--- src/verilog/cap_map.vh ---
/*
 Register offsets, field positions, reset values and constants of the
 addressing and pointer block. Assumes 8-bit special register space.
*/
`ifndef CAP_MAP_VH
`define CAP_MAP_VH

// Register offsets
`define CAP_DP0_LOW 8'h82
`define CAP_DP0_HIGH 8'h83
`define CAP_DP1_LOW 8'h84
`define CAP_DP1_HIGH 8'h85
`define CAP_PTR_CHOICE 8'h86
`define CAP_FLASH_WAIT 8'h92
`define CAP_DP0_TOP 8'h93
`define CAP_DP1_TOP 8'h95
`define CAP_ADDR_MODE 8'h9d
`define CAP_RAM_RELOC 8'hc6
`define CAP_MOVX_PAGE 8'hda
`define CAP_MOVX_TOP 8'hea

// Reset values
`define CAP_RST_BYTE 8'h00
`define CAP_RST_WAIT 8'h07

// Writable bit masks
`define CAP_MASK_WAIT 8'h0f
`define CAP_MASK_CHOICE 8'he1
`define CAP_MASK_MODE 8'h2b

// Pointer choice fields
`define CAP_CH_SEL 0
`define CAP_CH_TOGGLE 5
`define CAP_CH_DIR0 6
`define CAP_CH_DIR1 7

// Addressing mode fields
`define CAP_AM_LOW 0
`define CAP_AM_HIGH 1
`define CAP_AM_STACK 2
`define CAP_AM_PAGE 3
`define CAP_AM_VEC 5

// Vector bases and memory sizes
`define CAP_VEC_NORMAL 16'h0000
`define CAP_VEC_RELOC 16'hb000
`define CAP_DATA_MEM_BYTES 32'h0000_0800
`define CAP_WIDE_LIMIT 32'h0001_0000

`endif

--- src/verilog/cap_core.v ---
/*
 Address generation and memory timing support for a single-cycle
 8051-style core: flash wait states, addressing mode control, the
 24-bit data memory address for both indirect forms, and two data
 pointers with step direction and automatic toggle.
 Assumes the core, the timed-access unit and flash control run on
 i_clock; every strobe input is one cycle long and synchronous.
*/
// Added by the designer: the strobed register port.
// How it works
// - Each flash read stalls for as many cycles as the wait field.
// - The wait field resets to seven cycles.
// - Relocation register is stored and read back, has no effect.
// - Relocation and mode writes only land while timed access is open.
// - Compatible mode uses 16-bit program addresses, extended uses 20.
// - Mode bits 00 give compatible mode, upper bit set gives extended.
// - Read-only stack flag shows internal or 16-bit concatenated stack.
// - Relocation bit moves interrupt vectors to the B000 region.
// - Indirect form takes bits 15..8 from port latch or page register.
// - Indirect form takes bits 23..16 from its own top register.
// - Pointer form uses the selected pointer with its own top byte.
// - Choice bit picks second pointer when set; reads current choice.
// - Direction bits turn the increment into decrement per pointer.
// - Auto toggle flips the choice after each pointer instruction.
// - Compatible mode steps 16 bits; extended steps all 24 bits.
// - Top byte is ignored when data memory is below 64 KB.
// - Extended stack address is stack high byte over stack low byte.
// - Second pointer has its own top byte behaving like the first.
`include "cap_map.vh"

module cap_core #(
  parameter [31:0] DATA_MEM_BYTES = `CAP_DATA_MEM_BYTES
) (
  input wire i_clock,
  input wire i_rst_n,
  input wire [7:0] i_addr,
  input wire [7:0] i_wdata,
  input wire i_wr,
  input wire i_rd,
  output reg [7:0] o_rdata,
  input wire i_ta_open,
  input wire i_flash_rd,
  output reg o_flash_stall,
  input wire [19:0] i_pc,
  output reg [19:0] o_prog_addr,
  output reg o_wide_prog,
  output reg [15:0] o_vector_base,
  input wire [7:0] i_stack_ptr_low,
  input wire [7:0] i_stack_ptr_high,
  output reg [15:0] o_stack_addr,
  output reg o_stack_mode_flag,
  input wire i_movx_ri,
  input wire [7:0] i_ri_low,
  input wire [7:0] i_port2_latch,
  output reg [23:0] o_external_data_ram_addr,
  input wire i_first_data_pointer_step,
  input wire i_first_data_pointer_used
);

  // Registers
  reg [7:0] dp0_low_q;
  reg [7:0] dp0_high_q;
  reg [7:0] dp0_top_q;
  reg [7:0] dp1_low_q;
  reg [7:0] dp1_high_q;
  reg [7:0] dp1_top_q;
  reg [7:0] choice_q;
  reg [7:0] wait_q;
  reg [7:0] mode_q;
  reg [7:0] reloc_q;
  reg [7:0] page_q;
  reg [7:0] top_q;
  reg [3:0] wait_cnt_q;

  // Decoded state
  wire ext_mode;
  wire sel;
  wire dir_now;
  wire wide_mem;
  wire [23:0] ptr0;
  wire [23:0] ptr1;
  wire [23:0] ptr_sel;
  wire [23:0] ptr_next;
  wire [7:0] mode_rd;
  reg [7:0] rd_d;

  // Write strobe for one register offset
  function hit;
    input [7:0] a;
    input [7:0] off;
    input w;
    begin
      hit = w && (a == off);
    end
  endfunction

  // One pointer step, 16 or 24 bits wide
  function [23:0] step_ptr;
    input [23:0] v;
    input dn;
    input ext;
    reg [23:0] full;
    reg [15:0] low;
    begin
      full = dn ? v - 24'h00_0001 : v + 24'h00_0001;
      low = dn ? v[15:0] - 16'h0001 : v[15:0] + 16'h0001;
      step_ptr = ext ? full : {v[23:16], low};
    end
  endfunction

  assign ext_mode = mode_q[`CAP_AM_HIGH];
  assign sel = choice_q[`CAP_CH_SEL];
  assign ptr0 = {dp0_top_q, dp0_high_q, dp0_low_q};
  assign ptr1 = {dp1_top_q, dp1_high_q, dp1_low_q};
  assign ptr_sel = sel ? ptr1 : ptr0;
  // Direction bit of the pointer in force
  assign dir_now = sel ? choice_q[`CAP_CH_DIR1] :
                   choice_q[`CAP_CH_DIR0];
  assign ptr_next = step_ptr(ptr_sel, dir_now, ext_mode);
  assign wide_mem = (DATA_MEM_BYTES >= `CAP_WIDE_LIMIT);
  // Stack flag is live, not stored
  assign mode_rd = {2'b00, mode_q[`CAP_AM_VEC], 1'b0,
                    mode_q[`CAP_AM_PAGE], ext_mode,
                    mode_q[`CAP_AM_HIGH:`CAP_AM_LOW]};

  // First pointer bytes: steps, then writes that win
  always @(posedge i_clock or negedge i_rst_n) begin
    if (!i_rst_n) begin
      dp0_low_q <= `CAP_RST_BYTE;
      dp0_high_q <= `CAP_RST_BYTE;
      dp0_top_q <= `CAP_RST_BYTE;
    end else begin
      if (i_first_data_pointer_step && !sel) begin
        dp0_low_q <= ptr_next[7:0];
        dp0_high_q <= ptr_next[15:8];
        dp0_top_q <= ptr_next[23:16];
      end
      if (hit(i_addr, `CAP_DP0_LOW, i_wr)) begin
        dp0_low_q <= i_wdata;
      end
      if (hit(i_addr, `CAP_DP0_HIGH, i_wr)) begin
        dp0_high_q <= i_wdata;
      end
      if (hit(i_addr, `CAP_DP0_TOP, i_wr)) begin
        dp0_top_q <= i_wdata;
      end
    end
  end

  // Second pointer bytes with their own top byte
  always @(posedge i_clock or negedge i_rst_n) begin
    if (!i_rst_n) begin
      dp1_low_q <= `CAP_RST_BYTE;
      dp1_high_q <= `CAP_RST_BYTE;
      dp1_top_q <= `CAP_RST_BYTE;
    end else begin
      if (i_first_data_pointer_step && sel) begin
        dp1_low_q <= ptr_next[7:0];
        dp1_high_q <= ptr_next[15:8];
        dp1_top_q <= ptr_next[23:16];
      end
      if (hit(i_addr, `CAP_DP1_LOW, i_wr)) begin
        dp1_low_q <= i_wdata;
      end
      if (hit(i_addr, `CAP_DP1_HIGH, i_wr)) begin
        dp1_high_q <= i_wdata;
      end
      if (hit(i_addr, `CAP_DP1_TOP, i_wr)) begin
        dp1_top_q <= i_wdata;
      end
    end
  end

  // Pointer choice, direction and auto toggle
  always @(posedge i_clock or negedge i_rst_n) begin
    if (!i_rst_n) begin
      choice_q <= `CAP_RST_BYTE;
    end else if (hit(i_addr, `CAP_PTR_CHOICE, i_wr)) begin
      choice_q <= i_wdata & `CAP_MASK_CHOICE;
    end else if (i_first_data_pointer_used && choice_q[`CAP_CH_TOGGLE]) begin
      choice_q[`CAP_CH_SEL] <= ~sel;
    end
  end

  // Wait field and the two timed-access registers
  always @(posedge i_clock or negedge i_rst_n) begin
    if (!i_rst_n) begin
      wait_q <= `CAP_RST_WAIT;
      mode_q <= `CAP_RST_BYTE;
      reloc_q <= `CAP_RST_BYTE;
    end else begin
      if (hit(i_addr, `CAP_FLASH_WAIT, i_wr)) begin
        wait_q <= i_wdata & `CAP_MASK_WAIT;
      end
      if (hit(i_addr, `CAP_ADDR_MODE, i_wr) && i_ta_open) begin
        // Stack flag bit is not stored
        mode_q <= i_wdata & `CAP_MASK_MODE;
      end
      if (hit(i_addr, `CAP_RAM_RELOC, i_wr) && i_ta_open) begin
        reloc_q <= i_wdata;
      end
    end
  end

  // Indirect page and top registers
  always @(posedge i_clock or negedge i_rst_n) begin
    if (!i_rst_n) begin
      page_q <= `CAP_RST_BYTE;
      top_q <= `CAP_RST_BYTE;
    end else begin
      if (hit(i_addr, `CAP_MOVX_PAGE, i_wr)) begin
        page_q <= i_wdata;
      end
      if (hit(i_addr, `CAP_MOVX_TOP, i_wr)) begin
        top_q <= i_wdata;
      end
    end
  end

  // Flash wait counter; stall stands wait_q cycles after the request
  always @(posedge i_clock or negedge i_rst_n) begin
    if (!i_rst_n) begin
      wait_cnt_q <= 4'h0;
      o_flash_stall <= 1'b0;
    end else if (i_flash_rd) begin
      wait_cnt_q <= wait_q[3:0];
      o_flash_stall <= (wait_q[3:0] != 4'h0);
    end else if (wait_cnt_q != 4'h0) begin
      wait_cnt_q <= wait_cnt_q - 4'h1;
      o_flash_stall <= (wait_cnt_q > 4'h1);
    end else begin
      o_flash_stall <= 1'b0;
    end
  end

  // Read mux; unmapped offsets read zero
  always @* begin
    rd_d = 8'h00;
    case (i_addr)
      `CAP_DP0_LOW: rd_d = dp0_low_q;
      `CAP_DP0_HIGH: rd_d = dp0_high_q;
      `CAP_DP1_LOW: rd_d = dp1_low_q;
      `CAP_DP1_HIGH: rd_d = dp1_high_q;
      `CAP_PTR_CHOICE: rd_d = choice_q;
      `CAP_FLASH_WAIT: rd_d = wait_q;
      `CAP_DP0_TOP: rd_d = dp0_top_q;
      `CAP_DP1_TOP: rd_d = dp1_top_q;
      `CAP_ADDR_MODE: rd_d = mode_rd;
      `CAP_RAM_RELOC: rd_d = reloc_q;
      `CAP_MOVX_PAGE: rd_d = page_q;
      `CAP_MOVX_TOP: rd_d = top_q;
      default: rd_d = 8'h00;
    endcase
  end

  // Read data stands only in the cycle after the strobe
  always @(posedge i_clock or negedge i_rst_n) begin
    if (!i_rst_n) begin
      o_rdata <= 8'h00;
    end else if (i_rd) begin
      o_rdata <= rd_d;
    end else begin
      o_rdata <= 8'h00;
    end
  end

  // Program address width, vector base and stack address
  always @(posedge i_clock or negedge i_rst_n) begin
    if (!i_rst_n) begin
      o_prog_addr <= 20'h0_0000;
      o_wide_prog <= 1'b0;
      o_vector_base <= `CAP_VEC_NORMAL;
      o_stack_addr <= 16'h0000;
      o_stack_mode_flag <= 1'b0;
    end else begin
      o_wide_prog <= ext_mode;
      o_prog_addr <= ext_mode ? i_pc :
                     {4'h0, i_pc[15:0]};
      o_vector_base <= mode_q[`CAP_AM_VEC] ? `CAP_VEC_RELOC :
                       `CAP_VEC_NORMAL;
      o_stack_mode_flag <= ext_mode;
      o_stack_addr <= ext_mode ?
                      {i_stack_ptr_high, i_stack_ptr_low} :
                      {8'h00, i_stack_ptr_low};
    end
  end

  // Data memory address for the two indirect forms
  always @(posedge i_clock or negedge i_rst_n) begin
    if (!i_rst_n) begin
      o_external_data_ram_addr <= 24'h00_0000;
    end else if (i_movx_ri) begin
      o_external_data_ram_addr[23:16] <= top_q;
      o_external_data_ram_addr[15:8] <= mode_q[`CAP_AM_PAGE] ? page_q :
                           i_port2_latch;
      o_external_data_ram_addr[7:0] <= i_ri_low;
    end else begin
      o_external_data_ram_addr[23:16] <= wide_mem ? ptr_sel[23:16] :
                            8'h00;
      o_external_data_ram_addr[15:0] <= ptr_sel[15:0];
    end
  end

endmodule // cap_core

--- config.mk ---
export PLATFORM = sky130hd
export DESIGN_NAME = cap_core
export DESIGN_NICKNAME = d
export VERILOG_FILES = /design/src/verilog/cap_core.v
export VERILOG_INCLUDE_DIRS = /design/src /design/src/verilog
export SDC_FILE = /design/constraint.sdc
export NUM_CORES = 1
export LEC_CHECK = 0
export BUFFER_PORTS_ARGS = -buffer_cell sky130_fd_sc_hd__buf_2
export CAP_MARGIN = 30
export CORE_MARGIN = 5
export CORE_UTILIZATION = 30
export CTS_CLUSTER_DIAMETER = 50
export DETAILED_ROUTE_END_ITERATION = 8
export HOLD_SLACK_MARGIN = 0.1
export PLACE_DENSITY = 0.51
export SLEW_MARGIN = 5
export SYNTH_ARGS = -nofsm -noshare
export SYNTH_HDL_FRONTEND = slang
export SYNTH_SLANG_ARGS = --single-unit
--- constraint.sdc ---
create_clock -name i_clock -period 4.3 [get_ports i_clock]
set_input_delay 0.43 -clock i_clock [delete_from_list [all_inputs] [get_ports i_clock]]
set_output_delay 0.43 -clock i_clock [all_outputs]
set_load 0.05 [all_outputs]
# Word level (Yosys, flattened, before mapping)
# Index checks and enable logic that the tools add are counted.
dict set report totals {
  reg_bits 174
  latch_bits 0
  ram_bits 0
  romBits 0
  input_bits 77
  output_inout_bits 87
  wordCells 98
  memories 0
}
dict set report classes {
  n_addsub 5
  multipliers 0
  div 0
  n_lt_le_gt_ge 1
  eq_ne 12
  shifts 0
  n_mux 30
  bitwise_logic 1
  n_reduce_logical 28
}
# cell count
set op_table {}
lappend op_table {{8-bit 2-to-1 mux} 14}
lappend op_table {{8-bit == test, second input constant} 12}
lappend op_table {{24-bit 2-to-1 mux} 4}
lappend op_table {{8-bit one-hot mux with 12 select lines} 1}
lappend op_table {{16-bit 2-to-1 mux} 3}
lappend op_table {{24-bit by 1-bit adder with 24-bit output, second input constant} 1}
lappend op_table {{24-bit by 1-bit subtractor with 24-bit output, second input constant} 1}
lappend op_table {{20-bit 2-to-1 mux} 1}
lappend op_table {{1-bit logical AND} 17}
lappend op_table {{16-bit by 1-bit adder with 16-bit output, second input constant} 1}
lappend op_table {{2-bit nonzero test} 8}
lappend op_table {{16-bit by 1-bit subtractor with 16-bit output, second input constant} 1}
lappend op_table {{4-bit 2-to-1 mux} 2}
lappend op_table {{4-bit nonzero test} 2}
lappend op_table {{1-bit 2-to-1 mux} 5}
lappend op_table {{4-bit by 1-bit greater-than comparator with 1-bit output, second input constant} 1}
lappend op_table {{4-bit by 1-bit subtractor with 4-bit output, second input constant} 1}
lappend op_table {{1-bit logical NOT} 1}
lappend op_table {{1-bit NOT} 1}

# Logic depth before layout (Yosys ltp)
dict set report depth {
  word_depth 6
  mapped_depth 13
  depth_no_buf 11
}

# Worst setup path before layout
# OpenSTA, ideal clock, no wires.
dict set report synth_path {
  path_kind {reg2reg}
  start {register choice_q[0]}
  end {register dp0_top_q[6]}
  setup_ns 0.126
  arrival_time_ns 3.344
  required_time_ns 4.174
  setup_slack_ns 0.830
  stages_incl_launch_ff 14
  n_path_buf 2
  period_less_slack_ns 3.470
  cell_sequence {dfrtp_1 > buf_1 > mux2i_1 > inv_1 > ha_1 > clkbuf_1 > nand2_1 > o21bai_1 > a211o_1 > o211ai_1 > nand4_1 > nand2_1 > xor2_1 > a221o_1}
}
dict set report synth_via {
  elab_chain_len 6
  elab_cells_between_ends 11
  cone_classes {add/sub (2); mux (6); reduce/logical (3)}
}
# element line
set synth_lines {}
lappend synth_lines {{from (decl)} cap_core.v:67} ;# reg [7:0] choice_q;
lappend synth_lines {{from (signal assigned)} cap_core.v:177} ;# choice_q <= `CAP_RST_BYTE;
lappend synth_lines {{from (signal assigned)} cap_core.v:179} ;# choice_q <= i_wdata & `CAP_MASK_CHOICE;
lappend synth_lines {{from (signal, indexed assignment)} cap_core.v:181} ;# choice_q[`CAP_CH_SEL] <= ~sel;
lappend synth_lines {{24-bit 2-to-1 mux} cap_core.v:115} ;# assign ptr_sel = sel ? ptr1 : ptr0;
lappend synth_lines {{24-bit by 1-bit adder with 24-bit output or 24-bit by 1-bit subtractor with 24-bit output (tied branches)} cap_core.v:105} ;# full = dn ? v - 24'h00_0001 : v + 24'h00_0001;
lappend synth_lines {{24-bit 2-to-1 mux} cap_core.v:105}
lappend synth_lines {{24-bit 2-to-1 mux} cap_core.v:107} ;# step_ptr = ext ? full : {v[23:16], low};
lappend synth_lines {{8-bit 2-to-1 mux} cap_core.v:133} ;# if (i_first_data_pointer_step && !sel) begin
lappend synth_lines {{8-bit 2-to-1 mux} cap_core.v:144} ;# if (hit(i_addr, `CAP_DP0_TOP, i_wr)) begin
lappend synth_lines {{to (signal assigned)} cap_core.v:131} ;# dp0_top_q <= `CAP_RST_BYTE;
lappend synth_lines {{to (signal assigned)} cap_core.v:136} ;# dp0_top_q <= ptr_next[23:16];
lappend synth_lines {{to (signal assigned)} cap_core.v:145} ;# dp0_top_q <= i_wdata;
lappend synth_lines {{to (decl)} cap_core.v:63} ;# reg [7:0] dp0_top_q;
# Several ways; a longest one is shown, not always the timed one. The select of a mux whose other input is x is not followed.
# A chain may end at the register's enable or synchronous reset.

# Final worst setup path
dict set report layout_path {
  start {register choice_q[0]}
  end {register dp1_top_q[2]}
}
dict set report layout_via {
  elab_chain_len 6
  elab_cells_between_ends 10
  cone_classes {add/sub (2); mux (6); reduce/logical (2)}
}
# element line
set layout_lines {}
lappend layout_lines {{24-bit 2-to-1 mux} cap_core.v:115}
lappend layout_lines {{24-bit by 1-bit adder with 24-bit output or 24-bit by 1-bit subtractor with 24-bit output (tied branches)} cap_core.v:105}
lappend layout_lines {{24-bit 2-to-1 mux} cap_core.v:105}
lappend layout_lines {{24-bit 2-to-1 mux} cap_core.v:107}
lappend layout_lines {{8-bit 2-to-1 mux} cap_core.v:157} ;# if (i_first_data_pointer_step && sel) begin
lappend layout_lines {{8-bit 2-to-1 mux} cap_core.v:168} ;# if (hit(i_addr, `CAP_DP1_TOP, i_wr)) begin
lappend layout_lines {{to (signal assigned)} cap_core.v:155} ;# dp1_top_q <= `CAP_RST_BYTE;
lappend layout_lines {{to (signal assigned)} cap_core.v:160} ;# dp1_top_q <= ptr_next[23:16];
lappend layout_lines {{to (signal assigned)} cap_core.v:169} ;# dp1_top_q <= i_wdata;
lappend layout_lines {{to (decl)} cap_core.v:66} ;# reg [7:0] dp1_top_q;
# Several ways; a longest one is shown, not always the timed one. The select of a mux whose other input is x is not followed.

==> flow_summary.json <==
{
  "routabilityCongestion": 0.869,
  "design_power_total_mw": 5.44,
  "cts_buffers": 17,
  "final.setup.worst_slack_ns": 0.489,
  "max_slew_violations": 0,
  "areaGrowthSynthToFinish_pct": 20.9,
  "timing.critical_path.required_ns": 4.63,
  "layout_worst_path_cycle_share": 0.886,
  "number_of_flops_mapped_to_enable_cells_by_yosys": 0,
  "worst_setup_path_end_kind": "flop",
  "drcViolationCount": 0,
  "yosys.area_share.simple": 0.156,
  "timing.critical_path.arrival_ns": 4.14,
  "hold_viol_final": 0,
  "floorplan.die_area_sq_mm": 0.0322,
  "dr.pass1.iters": 5,
  "ys_warn_count": 0,
  "synth_async_sr_flop_share": 1.00,
  "preCtsSetupSlack_ns": 0.614,
  "endpoint": "dp1_top_q[2]$_DFFE_PN0P_",
  "max_slew.worst_pin.slew_ns": 0.947,
  "place_area_sq_mm": 0.00970,
  "fp-row-count": 62,
  "portBuffers": 150,
  "synthAdderAreaFrac": 0.0387,
  "overflow": 0,
  "core_area_sq_mm": 0.0285,
  "layout.filler_cells": 2910,
  "final_critical_path_time_including_i_o_delays_and_setup_ns": 3.81,
  "insertedDiodeCount": 0,
  "hold_path.class": "input pin to flop",
  "initial_utilization": 0.302,
  "syn-mean-instance-area_sq_um": 9.62,
  "setup_total_negative_slack_ns": 0,
  "cp-startpoint": "choice_q[0]$_DFFE_PN0P_",
  "crit-reg2reg-capture": "dp1_top_q[2]$_DFFE_PN0P_",
  "clock_tree.root_cell": "sky130_fd_sc_hd__clkbuf_16",
  "largest_family_of_logic_cells_by_synthesized_area": "compound AO/OA/AOI/OAI gates",
  "synth.area.mux_share": 0.112,
  "synth_seq_area_share": 0.463,
  "drive_above_1_share": 0.257,
  "grt_antenna_before_repair": 1,
  "synth-xor-area-share": 0.0234,
  "cp_max_fo": 24,
  "place_hpwl_um": 20800,
  "power.density_cell_area_mw_per_mm2": 522,
  "avgViaCountPerCell": 5.18,
  "worst-r2r-setup-slack_ns": 0.49,
  "ys_dominant_reg_cell": "sky130_fd_sc_hd__dfrtp_1",
  "mappedNetlistArea_sq_mm": 0.00861,
  "cts_tree": "done",
  "tritoncts_num_sinks": 159,
  "io_pins": 164,
  "compound_gate_fraction_of_synth_area": 0.166,
  "skew_ns": 0.0157,
  "finalWirelength_um": 28300,
  "clock_insertion_delay_worst_skew_ns": 0.43,
  "vdd_drop_max_mv": 0.247,
  "startpoint_type": "flop",
  "ys_ff_latch": 159,
  "layout.cell_area.non_filler_sq_mm": 0.0104,
  "ys_types": 57,
  "grtUsageTotal": 0.171,
  "max_slew_margin": 0.367,
  "status": "complete, no violations",
  "post_synth_inst_count": 895,
  "path_class": "flop to flop",
  "dr_total_vias": 7417,
  "first_global_vias": 7190,
  "cells_resized_by_post_cts_repair": 0,
  "grt_setup_unrepaired": "no",
  "detail-route-antenna-nets": 0,
  "timing.hold.worst_path_depth": 1,
  "avgRoutedWirePerCell_um": 19.7,
  "die-height_um": 179,
  "die_width_um": 179,
  "max_cap_violations": 0,
  "drt_iter0_drc": 673,
  "static-leakage-power_nw": 4.84,
  "finish.net_count": 1141,
  "final_setup_violation_count": 0,
  "clkSlewWorstSetupHoldPaths_ns": 0.07,
  "largest_net_degree_at_the_start_of_global_routing": 66,
  "max_freq_mhz": 262,
  "worstReg2RegStart": "choice_q[0]$_DFFE_PN0P_",
  "reg2regPathDepth": 12,
  "grt_first_pass_wirelength_um": 43800,
  "htree_num_levels": 4,
  "ctsLongestPathBuffers": 2
}
==> placed cells by master (no fill, tap or decap), types with 4 or more instances in the layout <==
cell type / count
sky130_fd_sc_hd__nand4_1: 8
sky130_fd_sc_hd__nor2_1: 98
sky130_fd_sc_hd__and2_1: 24
sky130_fd_sc_hd__xor2_1: 9
sky130_fd_sc_hd__clkbuf_16: 17
sky130_fd_sc_hd__a22o_1: 6
sky130_fd_sc_hd__nor2b_1: 10
sky130_fd_sc_hd__nor3_1: 10
sky130_fd_sc_hd__a22oi_1: 14
sky130_fd_sc_hd__mux2_2: 70
sky130_fd_sc_hd__nand2b_1: 10
sky130_fd_sc_hd__buf_4: 8
sky130_fd_sc_hd__a21oi_1: 78
sky130_fd_sc_hd__inv_1: 14
sky130_fd_sc_hd__a221oi_1: 5
sky130_fd_sc_hd__and3_1: 8
sky130_fd_sc_hd__a21o_1: 7
sky130_fd_sc_hd__dlygate4sd3_1: 15
sky130_fd_sc_hd__buf_2: 149
sky130_fd_sc_hd__dfrtp_1: 156
sky130_fd_sc_hd__or3_1: 4
sky130_fd_sc_hd__o21bai_1: 5
sky130_fd_sc_hd__o31ai_1: 4
sky130_fd_sc_hd__nand2_1: 97
sky130_fd_sc_hd__o21ai_0: 38
sky130_fd_sc_hd__inv_6: 4
sky130_fd_sc_hd__o211ai_1: 6
sky130_fd_sc_hd__a31oi_1: 24
sky130_fd_sc_hd__ha_1: 25
sky130_fd_sc_hd__mux2i_1: 18
sky130_fd_sc_hd__o21a_1: 8
sky130_fd_sc_hd__conb_1: 13
sky130_fd_sc_hd__a211oi_1: 5
sky130_fd_sc_hd__xnor2_1: 14
sky130_fd_sc_hd__clkinv_4: 4
sky130_fd_sc_hd__nand3_1: 17
==> repair_timing <==
item                      4_1_cts  5_1_grt
hold buffers                   15        0
hold endpoints to repair       58        0
setup buffers                   0        0
==> flip-flops by register name (all words and copies together) (netlist names) <==
signal                    cells
wait_cnt_q                    4
o_stack_addr                 16
dp1_low_q                     8
wait_q                        4
dp1_high_q                    8
o_external_data_ram_addr     24
dp0_top_q                     8
mode_q                        4
dp1_top_q                     8
o_rdata                       8
reloc_q                       8
o_prog_addr                  20
o_vector_base                 1
o_flash_stall                 1
o_stack_mode_flag             1
choice_q                      4
top_q                         8
dp0_low_q                     8
dp0_high_q                    8
page_q                        8
==> cell type report <==
class,count,area (sq um),area share
clock buffers,17,425,0.0409
clock inverters,13,134,0.0129
inverters,14,52.6,0.00505
multi-input cells,671,4320,0.415
flip-flops and latches,159,3980,0.383
well taps,384,480,0.0462
repair buffers,175,1010,0.0970
==> cells in the mapped netlist, drive strengths merged (3+ instances only) <==
cell type / instances / area [sq um]
a211oi: 5 / 37.5
a21o: 7 / 52.6
a21oi: 78 / 390
a221oi: 5 / 43.8
a222oi: 3 / 30.0
a22o: 6 / 52.6
a22oi: 14 / 105
a31oi: 24 / 150
a41oi: 3 / 26.3
and2: 25 / 156
and3: 8 / 50.1
buf: 23 / 146
clkbuf: 40 / 150
dfrtp: 156 / 3900
dfstp: 3 / 78.8
ha: 25 / 313
inv: 14 / 52.6
mux2: 70 / 788
mux2i: 18 / 180
nand2: 97 / 364
nand2b: 10 / 62.6
nand3: 17 / 85.1
nand4: 8 / 50.1
nor2: 98 / 368
nor2b: 10 / 62.6
nor3: 12 / 70.1
nor4: 3 / 18.8
o211ai: 6 / 45.0
o21a: 8 / 60.1
o21ai: 40 / 204
o21bai: 5 / 37.5
o31ai: 4 / 30.0
or3: 4 / 25.0
xnor2: 14 / 123
xor2: 9 / 78.8
==> worst min-delay path by stage <==
stage	endpoint	startpoint	slack (ns)
after CTS	o_stack_addr[0]$_DFF_PN0_	i_stack_ptr_low[0]	0.10
after global placement	o_vector_base[13]$_DFF_PN0_	mode_q[5]$_DFFE_PN0P_	0.40
after floorplan	choice_q[0]$_DFFE_PN0P_	i_rst_n	0.13
final	o_stack_addr[0]$_DFF_PN0_	i_stack_ptr_low[0]	0.11
after detailed placement	o_external_data_ram_addr[8]$_DFF_PN0_	i_rst_n	0.38
after global routing	o_stack_addr[0]$_DFF_PN0_	i_stack_ptr_low[0]	0.11
==> per-stage QoR <==
stage	hold slack [ns]	std cells	utilization
floorplan	0.134	907	-
global placement	0.401	1386	0.338
detailed placement	0.383	1388	0.340
CTS	0.102	1433	0.365
global route	0.107	1433	0.365
finish	0.114	1433	0.365
==> power by group <==
part | leakage (nW) | internal (mW) | switching [mW] | total (mW)
clock network | 0.265 | 0.805 | 0.669 | 1.47
registers | 2.06 | 1.75 | 0.203 | 1.95
logic | 2.52 | 0.711 | 1.30 | 2.01
==> kinds of logic (layout without fill, tap and decap cells) <==
logic type / Yosys count / in the layout
adder cells (fa/ha/maj): 26 / 26
other: 1 / 13
multiplexers: 88 / 88
AO/OA/AOI/OAI: 225 / 225
AND/OR/NAND/NOR: 296 / 296
XOR/XNOR: 23 / 23
buffers and inverters: 77 / 219
flip-flops: 159 / 159
==> per-layer routing <==
layer  share of wire  global-route usage
met1            0.46               0.236
met2            0.45               0.266
met3           0.060              0.0412
met4           0.023              0.0530
met5         0.00053                   0
==> critical path, stage by stage (launching register included) <==
cell	delay (ns)
sky130_fd_sc_hd__dfrtp_1	0.37
sky130_fd_sc_hd__mux2i_1	0.31
sky130_fd_sc_hd__buf_4	0.19
sky130_fd_sc_hd__inv_1	0.37
sky130_fd_sc_hd__ha_1	0.61
sky130_fd_sc_hd__nand2_1	0.10
sky130_fd_sc_hd__o21bai_1	0.21
sky130_fd_sc_hd__a211o_1	0.32
sky130_fd_sc_hd__o21ai_1	0.33
sky130_fd_sc_hd__a21boi_0	0.18
sky130_fd_sc_hd__xnor2_1	0.35
sky130_fd_sc_hd__nand2_1	0.13
sky130_fd_sc_hd__a41oi_1	0.24
(Power assumes the default switching activity.)
